**src/prc_pkg.sv**
```systemverilog
// Constants for the pulse reference and position error counter block.
// Assumes a single 25 MHz core clock and synchronous configuration ports.
package prc_pkg;

	// ****************************************************************
	// Clock and timing
	// ****************************************************************
	localparam int unsigned CLK_HZ            = 25_000_000;
	localparam int unsigned SERVO_ON_WAIT_MS  = 40;
	localparam int unsigned SERVO_ON_WAIT_CYC = CLK_HZ / 1000 * SERVO_ON_WAIT_MS;
	localparam int unsigned LD_MAX_PPS        = 4_000_000;
	localparam int unsigned OC_MAX_PPS        = 200_000;
	localparam int unsigned QUAD_MAX_PPS      = 1_000_000;
	localparam int unsigned LD_MIN_PER_CYC    = CLK_HZ / LD_MAX_PPS;

	// ****************************************************************
	// Configuration field codes
	// ****************************************************************
	localparam logic [3:0] PF_SIGN_POS = 4'h0;
	localparam logic [3:0] PF_FR_POS   = 4'h1;
	localparam logic [3:0] PF_QUAD_X1  = 4'h2;
	localparam logic [3:0] PF_QUAD_X2  = 4'h3;
	localparam logic [3:0] PF_QUAD_X4  = 4'h4;
	localparam logic [3:0] PF_SIGN_NEG = 4'h5;
	localparam logic [3:0] PF_FR_NEG   = 4'h6;
	localparam logic [1:0] CF_LVL_ON   = 2'h0;
	localparam logic [1:0] CF_RISE     = 2'h1;
	localparam logic [1:0] CF_LVL_OFF  = 2'h2;
	localparam logic [1:0] CF_FALL     = 2'h3;
	localparam logic [1:0] AC_BASEBLK  = 2'h0;
	localparam logic [1:0] AC_CLR_ONLY = 2'h1;
	localparam logic [1:0] AC_ALARM    = 2'h2;

	// ****************************************************************
	// Gear and feedback scaling
	// ****************************************************************
	localparam int unsigned GEAR_W       = 31;
	localparam logic [30:0] GEAR_NUM_DEF = 31'h0000_0004;
	localparam logic [30:0] GEAR_DEN_DEF = 31'h0000_0001;
	localparam logic [43:0] RATIO_MIN_INV = 44'h000_0000_03E8;
	localparam logic [43:0] RATIO_MAX     = 44'h000_0000_0FA0;
	localparam int unsigned SCALE_FRAC_BITS = 8;
	localparam logic [15:0] PITCH_TO_NM   = 16'h000A;
	localparam logic [15:0] PITCH_DEF     = 16'h07D0;

endpackage

```
**src/prc_top.sv**
```systemverilog
// Pulse train reference decoder, electronic gear and position error counter.
// Assumes every input is synchronous to core_clk and held stable between pulses.
`timescale 1ns/1ps

module prc_top
	import prc_pkg::*;
#(
	parameter int unsigned ERR_W    = 32,
	parameter int unsigned WAIT_CYC = SERVO_ON_WAIT_CYC
)
(
	// Clock and reset
	input  wire logic               core_clk,
	input  wire logic               rst_n,
	// Reference pulse pins
	input  wire logic               ref_pulse_in,
	input  wire logic               ref_sign_in,
	input  wire logic               counter_clear_in,
	// Drive state
	input  wire logic               servo_on_in,
	input  wire logic               alarm_in,
	input  wire logic               restart_in,
	// Configuration, taken at restart
	input  wire logic [3:0]         pulse_form_field,
	input  wire logic [1:0]         clear_form_field,
	input  wire logic [1:0]         auto_clear_field,
	input  wire logic [GEAR_W-1:0]  gear_numerator,
	input  wire logic [GEAR_W-1:0]  gear_denominator,
	input  wire logic [15:0]        scale_pitch_setting,
	// Scale feedback in pitch/256 units
	input  wire logic               fb_step_in,
	input  wire logic               fb_fwd_in,
	// Status
	output logic signed [ERR_W-1:0] err_count_r,
	output logic                    pos_loop_en,
	output logic                    param_err_r,
	output logic                    gear_busy,
	output logic [15:0]             fb_res_nm_q8_r
);

	typedef enum logic [0:0] {PRC_IDLE, PRC_DIV} prc_state_t;

	// ****************************************************************
	// State
	// ****************************************************************
	prc_state_t              st_r, st_nxt;
	logic [3:0]              pf_r, pf_nxt;
	logic [1:0]              cf_r, cf_nxt, ac_r, ac_nxt;
	logic [GEAR_W-1:0]       num_r, num_nxt, den_r, den_nxt;
	logic [GEAR_W-1:0]       quo_r, quo_nxt, rem_r, rem_nxt, acc_r, acc_nxt;
	logic [GEAR_W:0]         part_r, part_nxt;
	logic [4:0]              bit_r, bit_nxt;
	logic                    pa_r, pb_r, clr_in_r;
	logic [19:0]             wait_r, wait_nxt;
	logic signed [ERR_W-1:0] err_nxt;
	logic                    perr_nxt;
	logic [15:0]             fres_nxt;

	// ****************************************************************
	// Decode
	// ****************************************************************
	logic       a, b, a_rise, a_fall, b_edge, q_fwd, cnt_en, cnt_fwd;
	logic       clr_now, alarm_any, ready;
	logic [43:0] num_w, den_w;
	logic [GEAR_W:0] trial;
	logic [GEAR_W:0] acc_sum;

	// Negative logic forms invert both pins so one decoder serves all.
	always_comb
	begin
		a       = (pf_r == PF_SIGN_NEG || pf_r == PF_FR_NEG) ? ~ref_pulse_in : ref_pulse_in;
		b       = (pf_r == PF_SIGN_NEG || pf_r == PF_FR_NEG) ? ~ref_sign_in : ref_sign_in;
		a_rise  = a & ~pa_r;
		a_fall  = ~a & pa_r;
		b_edge  = b ^ pb_r;
		q_fwd   = a ^ pb_r;
		cnt_en  = 1'b0;
		cnt_fwd = 1'b1;
		case (pf_r)
			PF_SIGN_POS, PF_SIGN_NEG:
			begin
				cnt_en  = a_rise;
				cnt_fwd = b;
			end
			PF_FR_POS, PF_FR_NEG:
			begin
				// Forward pulses win if both pins rise in one cycle.
				cnt_en  = a_rise | (b & ~pb_r);
				cnt_fwd = a_rise;
			end
			PF_QUAD_X1:
			begin
				cnt_en  = a_rise;
				cnt_fwd = q_fwd;
			end
			PF_QUAD_X2:
			begin
				cnt_en  = a_rise | a_fall;
				cnt_fwd = q_fwd;
			end
			PF_QUAD_X4:
			begin
				cnt_en  = a_rise | a_fall | b_edge;
				cnt_fwd = (a_rise | a_fall) ? q_fwd : ~(a ^ b);
			end
			default:
			begin
				cnt_en  = 1'b0;
				cnt_fwd = 1'b1;
			end
		endcase
	end

	// Clear request from pin and drive state, using the latched forms.
	always_comb
	begin
		alarm_any = alarm_in | param_err_r;
		case (cf_r)
			CF_LVL_ON:  clr_now = counter_clear_in;
			CF_RISE:    clr_now = counter_clear_in & ~clr_in_r;
			CF_LVL_OFF: clr_now = ~counter_clear_in;
			CF_FALL:    clr_now = ~counter_clear_in & clr_in_r;
			default:    clr_now = 1'b0;
		endcase
		case (ac_r)
			AC_BASEBLK:  clr_now = clr_now | ~servo_on_in | alarm_any;
			AC_ALARM:    clr_now = clr_now | alarm_any;
			default:     clr_now = clr_now;
		endcase
		ready       = (st_r == PRC_IDLE) && servo_on_in && (wait_r == 20'h00000) && !param_err_r;
		pos_loop_en = ready && !clr_now;
		gear_busy   = (st_r == PRC_DIV);
	end

	// ****************************************************************
	// Next state: restart latch, divider, gear and error counter
	// ****************************************************************
	always_comb
	begin
		st_nxt   = st_r;
		pf_nxt   = pf_r;
		cf_nxt   = cf_r;
		ac_nxt   = ac_r;
		num_nxt  = num_r;
		den_nxt  = den_r;
		quo_nxt  = quo_r;
		rem_nxt  = rem_r;
		acc_nxt  = acc_r;
		part_nxt = part_r;
		bit_nxt  = bit_r;
		perr_nxt = param_err_r;
		fres_nxt = fb_res_nm_q8_r;
		err_nxt  = err_count_r;
		wait_nxt = wait_r;
		num_w    = {13'h0000, num_r};
		den_w    = {13'h0000, den_r};
		trial    = {part_r[GEAR_W-1:0], quo_r[GEAR_W-1]};
		acc_sum  = {1'b0, acc_r} + {1'b0, rem_r};
		// Pulses before the settle time are dropped, matching the host wait.
		if (!servo_on_in)
			wait_nxt = WAIT_CYC[19:0];
		else if (wait_r != 20'h00000)
			wait_nxt = wait_r - 20'h00001;
		if (restart_in)
		begin
			// New settings land only here, so a running axis never sees them.
			pf_nxt   = pulse_form_field;
			cf_nxt   = clear_form_field;
			ac_nxt   = auto_clear_field;
			num_nxt  = gear_numerator;
			den_nxt  = gear_denominator;
			quo_nxt  = gear_numerator;
			part_nxt = '0;
			acc_nxt  = '0;
			bit_nxt  = 5'h00;
			err_nxt  = '0;
			fres_nxt = 16'(scale_pitch_setting * PITCH_TO_NM);
			st_nxt   = PRC_DIV;
		end
		else if (st_r == PRC_DIV)
		begin
			// Restoring divide, one quotient bit per cycle, 31 cycles.
			if (trial >= {1'b0, den_r})
			begin
				part_nxt = trial - {1'b0, den_r};
				quo_nxt  = {quo_r[GEAR_W-2:0], 1'b1};
			end
			else
			begin
				part_nxt = trial;
				quo_nxt  = {quo_r[GEAR_W-2:0], 1'b0};
			end
			bit_nxt = bit_r + 5'h01;
			if (bit_r == 5'(GEAR_W - 1))
			begin
				rem_nxt  = part_nxt[GEAR_W-1:0];
				st_nxt   = PRC_IDLE;
				perr_nxt = (num_w * RATIO_MIN_INV < den_w) || (num_w > den_w * RATIO_MAX);
			end
		end
		else if (clr_now)
		begin
			// Only a real clear zeroes; an axis merely held off keeps its error.
			err_nxt = '0;
			acc_nxt = '0;
		end
		else if (ready)
		begin
			// Whole part of the ratio each pulse, plus a carried fraction.
			if (cnt_en)
			begin
				if (acc_sum >= {1'b0, den_r})
				begin
					acc_nxt = GEAR_W'(acc_sum - {1'b0, den_r});
					err_nxt = cnt_fwd ? err_nxt + ERR_W'(quo_r) + 1 : err_nxt - ERR_W'(quo_r) - 1;
				end
				else
				begin
					acc_nxt = acc_sum[GEAR_W-1:0];
					err_nxt = cnt_fwd ? err_nxt + ERR_W'(quo_r) : err_nxt - ERR_W'(quo_r);
				end
			end
			if (fb_step_in)
				err_nxt = fb_fwd_in ? err_nxt - 1 : err_nxt + 1;
		end
	end

	// Register stage; defaults give ratio 4 so no divide is needed at reset.
	always_ff @(posedge core_clk)
	begin
		if (!rst_n)
		begin
			st_r           <= PRC_IDLE;
			pf_r           <= PF_SIGN_POS;
			cf_r           <= CF_LVL_ON;
			ac_r           <= AC_BASEBLK;
			num_r          <= GEAR_NUM_DEF;
			den_r          <= GEAR_DEN_DEF;
			quo_r          <= GEAR_NUM_DEF;
			rem_r          <= '0;
			acc_r          <= '0;
			part_r         <= '0;
			bit_r          <= 5'h00;
			param_err_r    <= 1'b0;
			fb_res_nm_q8_r <= 16'(PITCH_DEF * PITCH_TO_NM);
			err_count_r    <= '0;
			wait_r         <= WAIT_CYC[19:0];
			pa_r           <= 1'b0;
			pb_r           <= 1'b0;
			clr_in_r       <= 1'b0;
		end
		else
		begin
			st_r           <= st_nxt;
			pf_r           <= pf_nxt;
			cf_r           <= cf_nxt;
			ac_r           <= ac_nxt;
			num_r          <= num_nxt;
			den_r          <= den_nxt;
			quo_r          <= quo_nxt;
			rem_r          <= rem_nxt;
			acc_r          <= acc_nxt;
			part_r         <= part_nxt;
			bit_r          <= bit_nxt;
			param_err_r    <= perr_nxt;
			fb_res_nm_q8_r <= fres_nxt;
			err_count_r    <= err_nxt;
			wait_r         <= wait_nxt;
			pa_r           <= a;
			pb_r           <= b;
			clr_in_r       <= counter_clear_in;
		end
	end

	// Helper count of divide cycles, kept apart from the divider's own bit counter.
	logic [5:0] div_cyc_r, div_cyc_nxt;
	always_comb
	begin
		div_cyc_nxt = (st_r == PRC_DIV && !restart_in) ? div_cyc_r + 6'h01 : 6'h00;
	end
	always_ff @(posedge core_clk)
	begin
		if (!rst_n)
			div_cyc_r <= 6'h00;
		else
			div_cyc_r <= div_cyc_nxt;
	end
endmodule

```
**config.mk**
```make
export PLATFORM = sky130hd
export DESIGN_NAME = prc_top
export DESIGN_NICKNAME = d
export VERILOG_FILES = /design/src/prc_pkg.sv /design/src/prc_top.sv
export SDC_FILE = /design/constraint.sdc
export NUM_CORES = 2
export LEC_CHECK = 0
export BUFFER_PORTS_ARGS = -buffer_cell sky130_fd_sc_hd__buf_2
export CAP_MARGIN = 25
export CORE_ASPECT_RATIO = 0.6
export CORE_MARGIN = 1
export CORE_UTILIZATION = 45
export DETAILED_ROUTE_END_ITERATION = 8
export GPL_TIMING_DRIVEN = 1
export PLACE_DENSITY_LB_ADDON = 0.12
export SKIP_CTS_REPAIR_TIMING = 1
export SLEW_MARGIN = 10
export SYNTH_ARGS = -nofsm -noshare
export SYNTH_HDL_FRONTEND = slang
export SYNTH_SLANG_ARGS = --single-unit
```
**constraint.sdc**
```tcl
create_clock -name core_clk -period 7.9 [get_ports core_clk]
set_input_delay 0.79 -clock core_clk [delete_from_list [all_inputs] [get_ports core_clk]]
set_output_delay 0.79 -clock core_clk [all_outputs]
set_load 0.02 [all_outputs]
```
==> flow_summary.ini <==
[critical_path]
critical-path-slowest-cell = or4_4
crit_required_ns = 8.44
critPathKind = register to register
worst_path_largest_cell_delay_ns = 0.46
kind_of_end_point_of_the_critical_path = register
timing.critical_path.from_type = register
cp.arrival_ns = 8.75
crit_fanout = 8
crit_path_frequent_cell = a21oi_2

[hold_path]
worst_hold_path_type = input pin to register

[timing]
fin_worst_skew_ns = 0.0251
timing.max_slew.rel_slack_pct = 29.7
totalNegativeSetupSlack_ns = -1.87
setup-violations-final = 10
final_critical_path_setup_slack_ns = -0.318
slew_violations = 0
period_share_pct = 104
maxClockFrequency_mhz = 122
rsz0062_at_grt = true
timing_hold_violations_final = 0
period_minus_slack_ns = 8.22
max_slew.worst_pin.slew_ns = 1.05

[synth]
ys_types = 106
netlist.top_cell.by_area = ha_1
netlist_top_cells_area = ha_1 16%, dfxtp_1 16%, fa_1 14%
yosysSeqAreaShare_pct = 15.9
synth_fp_nets = 4839
dominantRegCellSynth = dfxtp_1
synthArstFlopShare_pct = 0
netlist.area_leader.share_pct = 16.3
synth_commonest_cells = 443 x ha_1, 346 x a21oi_1, 320 x nor2_1
avgSynthCellArea_um2 = 8.37
synthMostInstantiatedCell = ha_1
synth_enable_flop_cells = 0
syn-cell-area_um2 = 34000
ys_seq_elements = 271
netlist_instances = 4065
synth-warning-count = 0

[routing]
dr_total_vias = 30752
antenna_violating_nets_post_route = 0
pre_repair_dr_iteration_count = 6
dr.first_iter.drc_count = 2683
post_drt_wl_per_cell_um = 20.4
route.detailed.vias_per_inst = 5.73
detail_route.wirelength_um = 110000
route.detailed.drc = 0

[cts]
clkTransAtPathRegs_ns = 0.08
number_of_sinks_on_the_clock_net = 271
clkLatencyLatePin_ns = 0.66
cts_tree = yes
clock_tree.htree_level_count = 1
clock-root-buffer = clkbuf_16
ctsLongestPathBuffers = 3
cts-buffers-inserted = 31

[place]
numPortBuffers = 144
detailed_place.area_um2 = 37300
hpwl_um = 87800
globalplace.congestion = 0.983

[die]
initial_core_util_pct = 45.9
dieWidth_um = 357
core_area_um2 = 74200
die-area_um2 = 76700
total_number_of_placement_rows = 77
ios = 147
fp.dieH_um = 215

[layout]
synthToLayoutAreaGrowth_pct = 14.9
fin_area_um2 = 39100
nNetsFinal = 5130
ant_diodes = 0
layout_cell_share_with_drive_strength_beyond_1_pct = 14.0

[pwr]
vdd_ir_drop_max_v = 0.000185
p_leak_nw = 18.3
power_density_nw_per_um2 = 181

[grt]
grt_first_pass_wirelength_um = 168000
grt_antenna_before_repair = 3
maximum_number_of_pins_on_one_net_before_global_route_repair = 67
overflow = 0
vias_in_the_first_global_route = 27849
groute.usage.overall_pct = 28.0

[job]
cap_violations = 0

[outcome]
violations_in_the_final_reports = negative setup slack
result_of_the_run = complete, but fails checks
## cell usage in the layout, fill, tap and decap left out, drive strengths merged, types with 11 or more instances in the layout
master,instances
nor2b,34
o21a,34
nand4,42
nand2,296
xnor2,184
xor2,99
clkbuf,39
nor4,27
nand3,75
nor3,78
nor3b,13
or3,33
nor2,320
and2,47
a221o,16
a22oi,35
buf,410
nand2b,68
ha,443
clkinv,13
mux2,14
a211oi,45
a2111oi,14
o21ai,280
a21o,113
mux2i,118
a21oi,348
or2,19
inv,270
a211o,12
and3,28
o21bai,39
o31ai,27
fa,235
a31oi,34
dfxtp,271
a21boi,11
o211ai,27
and4,12
## report_power, final
part / switching (mW) / internal, mW
sequential: 0.0946 / 1.42
clock: 0.726 / 0.956
combinational: 2.20 / 1.69
## state kept, by name, indices dropped and copies added (netlist names)
name / count
ac_r: 2
acc_r: 31
bit_r: 5
cf_r: 2
clr_in_r: 1
den_r: 31
err_count_r: 32
fb_res_nm_q8_r: 15
gear_busy: 1
num_r: 31
pa_r: 1
param_err_r: 1
part_r: 31
pb_r: 1
pf_r: 4
quo_r: 31
rem_r: 31
wait_r: 20
## kinds of logic (layout without fill, tap and decap cells)
group                      after synthesis  after routing  share of synthesized area, %
AOI/OAI and AO/OA                     1143           1143                          21.5
xor gates and xnor gates               283            283                          7.29
adders and majority gates              678            678                          30.1
buffers and inverters                  423            739                          4.84
DFF                                    271            271                          15.9
muxes                                  132            132                          3.94
other                                    1              1                        0.0110
and+or+nand+nor                       1134           1134                          16.4
## area by class of cell
cell class	count	area [um2]
clock inverter	20	305
clock buffer	38	832
timing repair buffer	411	2820
fill	7107	35100
multi-input combinational	3371	27500
inverter	270	1010
tap	987	1230
sequential	271	5430
## through the flow
stage          power (mW)  hold slack (ns)  utilization [%]  setup slack, ns  cells
6_report             7.09            0.374             52.7           -0.318   5368
3_5_place_dp         5.30            0.456             50.2           -0.940   5287
4_1_cts              7.03            0.339             51.8            -1.02   5345
3_3_place_gp         5.29            0.447             50.2           -0.813   5287
2_1_floorplan        4.31            0.429                -           0.0369   4065
5_1_grt              7.65            0.359             52.7           -0.639   5368
## per-layer routing
layer / track usage, % / vias to the layer above / routed length (um)
li1: - / 15107 / -
met1: 47.1 / 14618 / 58500
met2: 34.6 / 931 / 39300
met3: 6.76 / 92 / 10100
met4: 4.02 / 4 / 1660
met5: 0.813 / - / 98
## worst max-delay path, delay by kind of cell (launching register included)
family                     cells  cell delay [ns]
DFF                            1             0.36
buffers and inverters          3             0.52
muxes                          2             0.42
AOI/OAI and AO/OA             22             3.95
xor gates and xnor gates       2             0.26
adders and majority gates      4             1.05
and+or+nand+nor                8             1.54
## final timing paths
check,slack (ns),start,to,depth (start not counted)
min,0.37,servo_on_in,wait_r[14]$_SDFFE_PN1P_,2
min reg2reg,0.47,acc_r[21]$_SDFFE_PP0P_,acc_r[21]$_SDFFE_PP0P_,2
max reg2reg,-0.32,acc_r[0]$_SDFFE_PP0P_,err_count_r[30]$_SDFFE_PP0P_,41
max,-0.32,acc_r[0]$_SDFFE_PP0P_,err_count_r[30]$_SDFFE_PP0P_,41
Note: power is estimated with default switching activity, not from simulation.
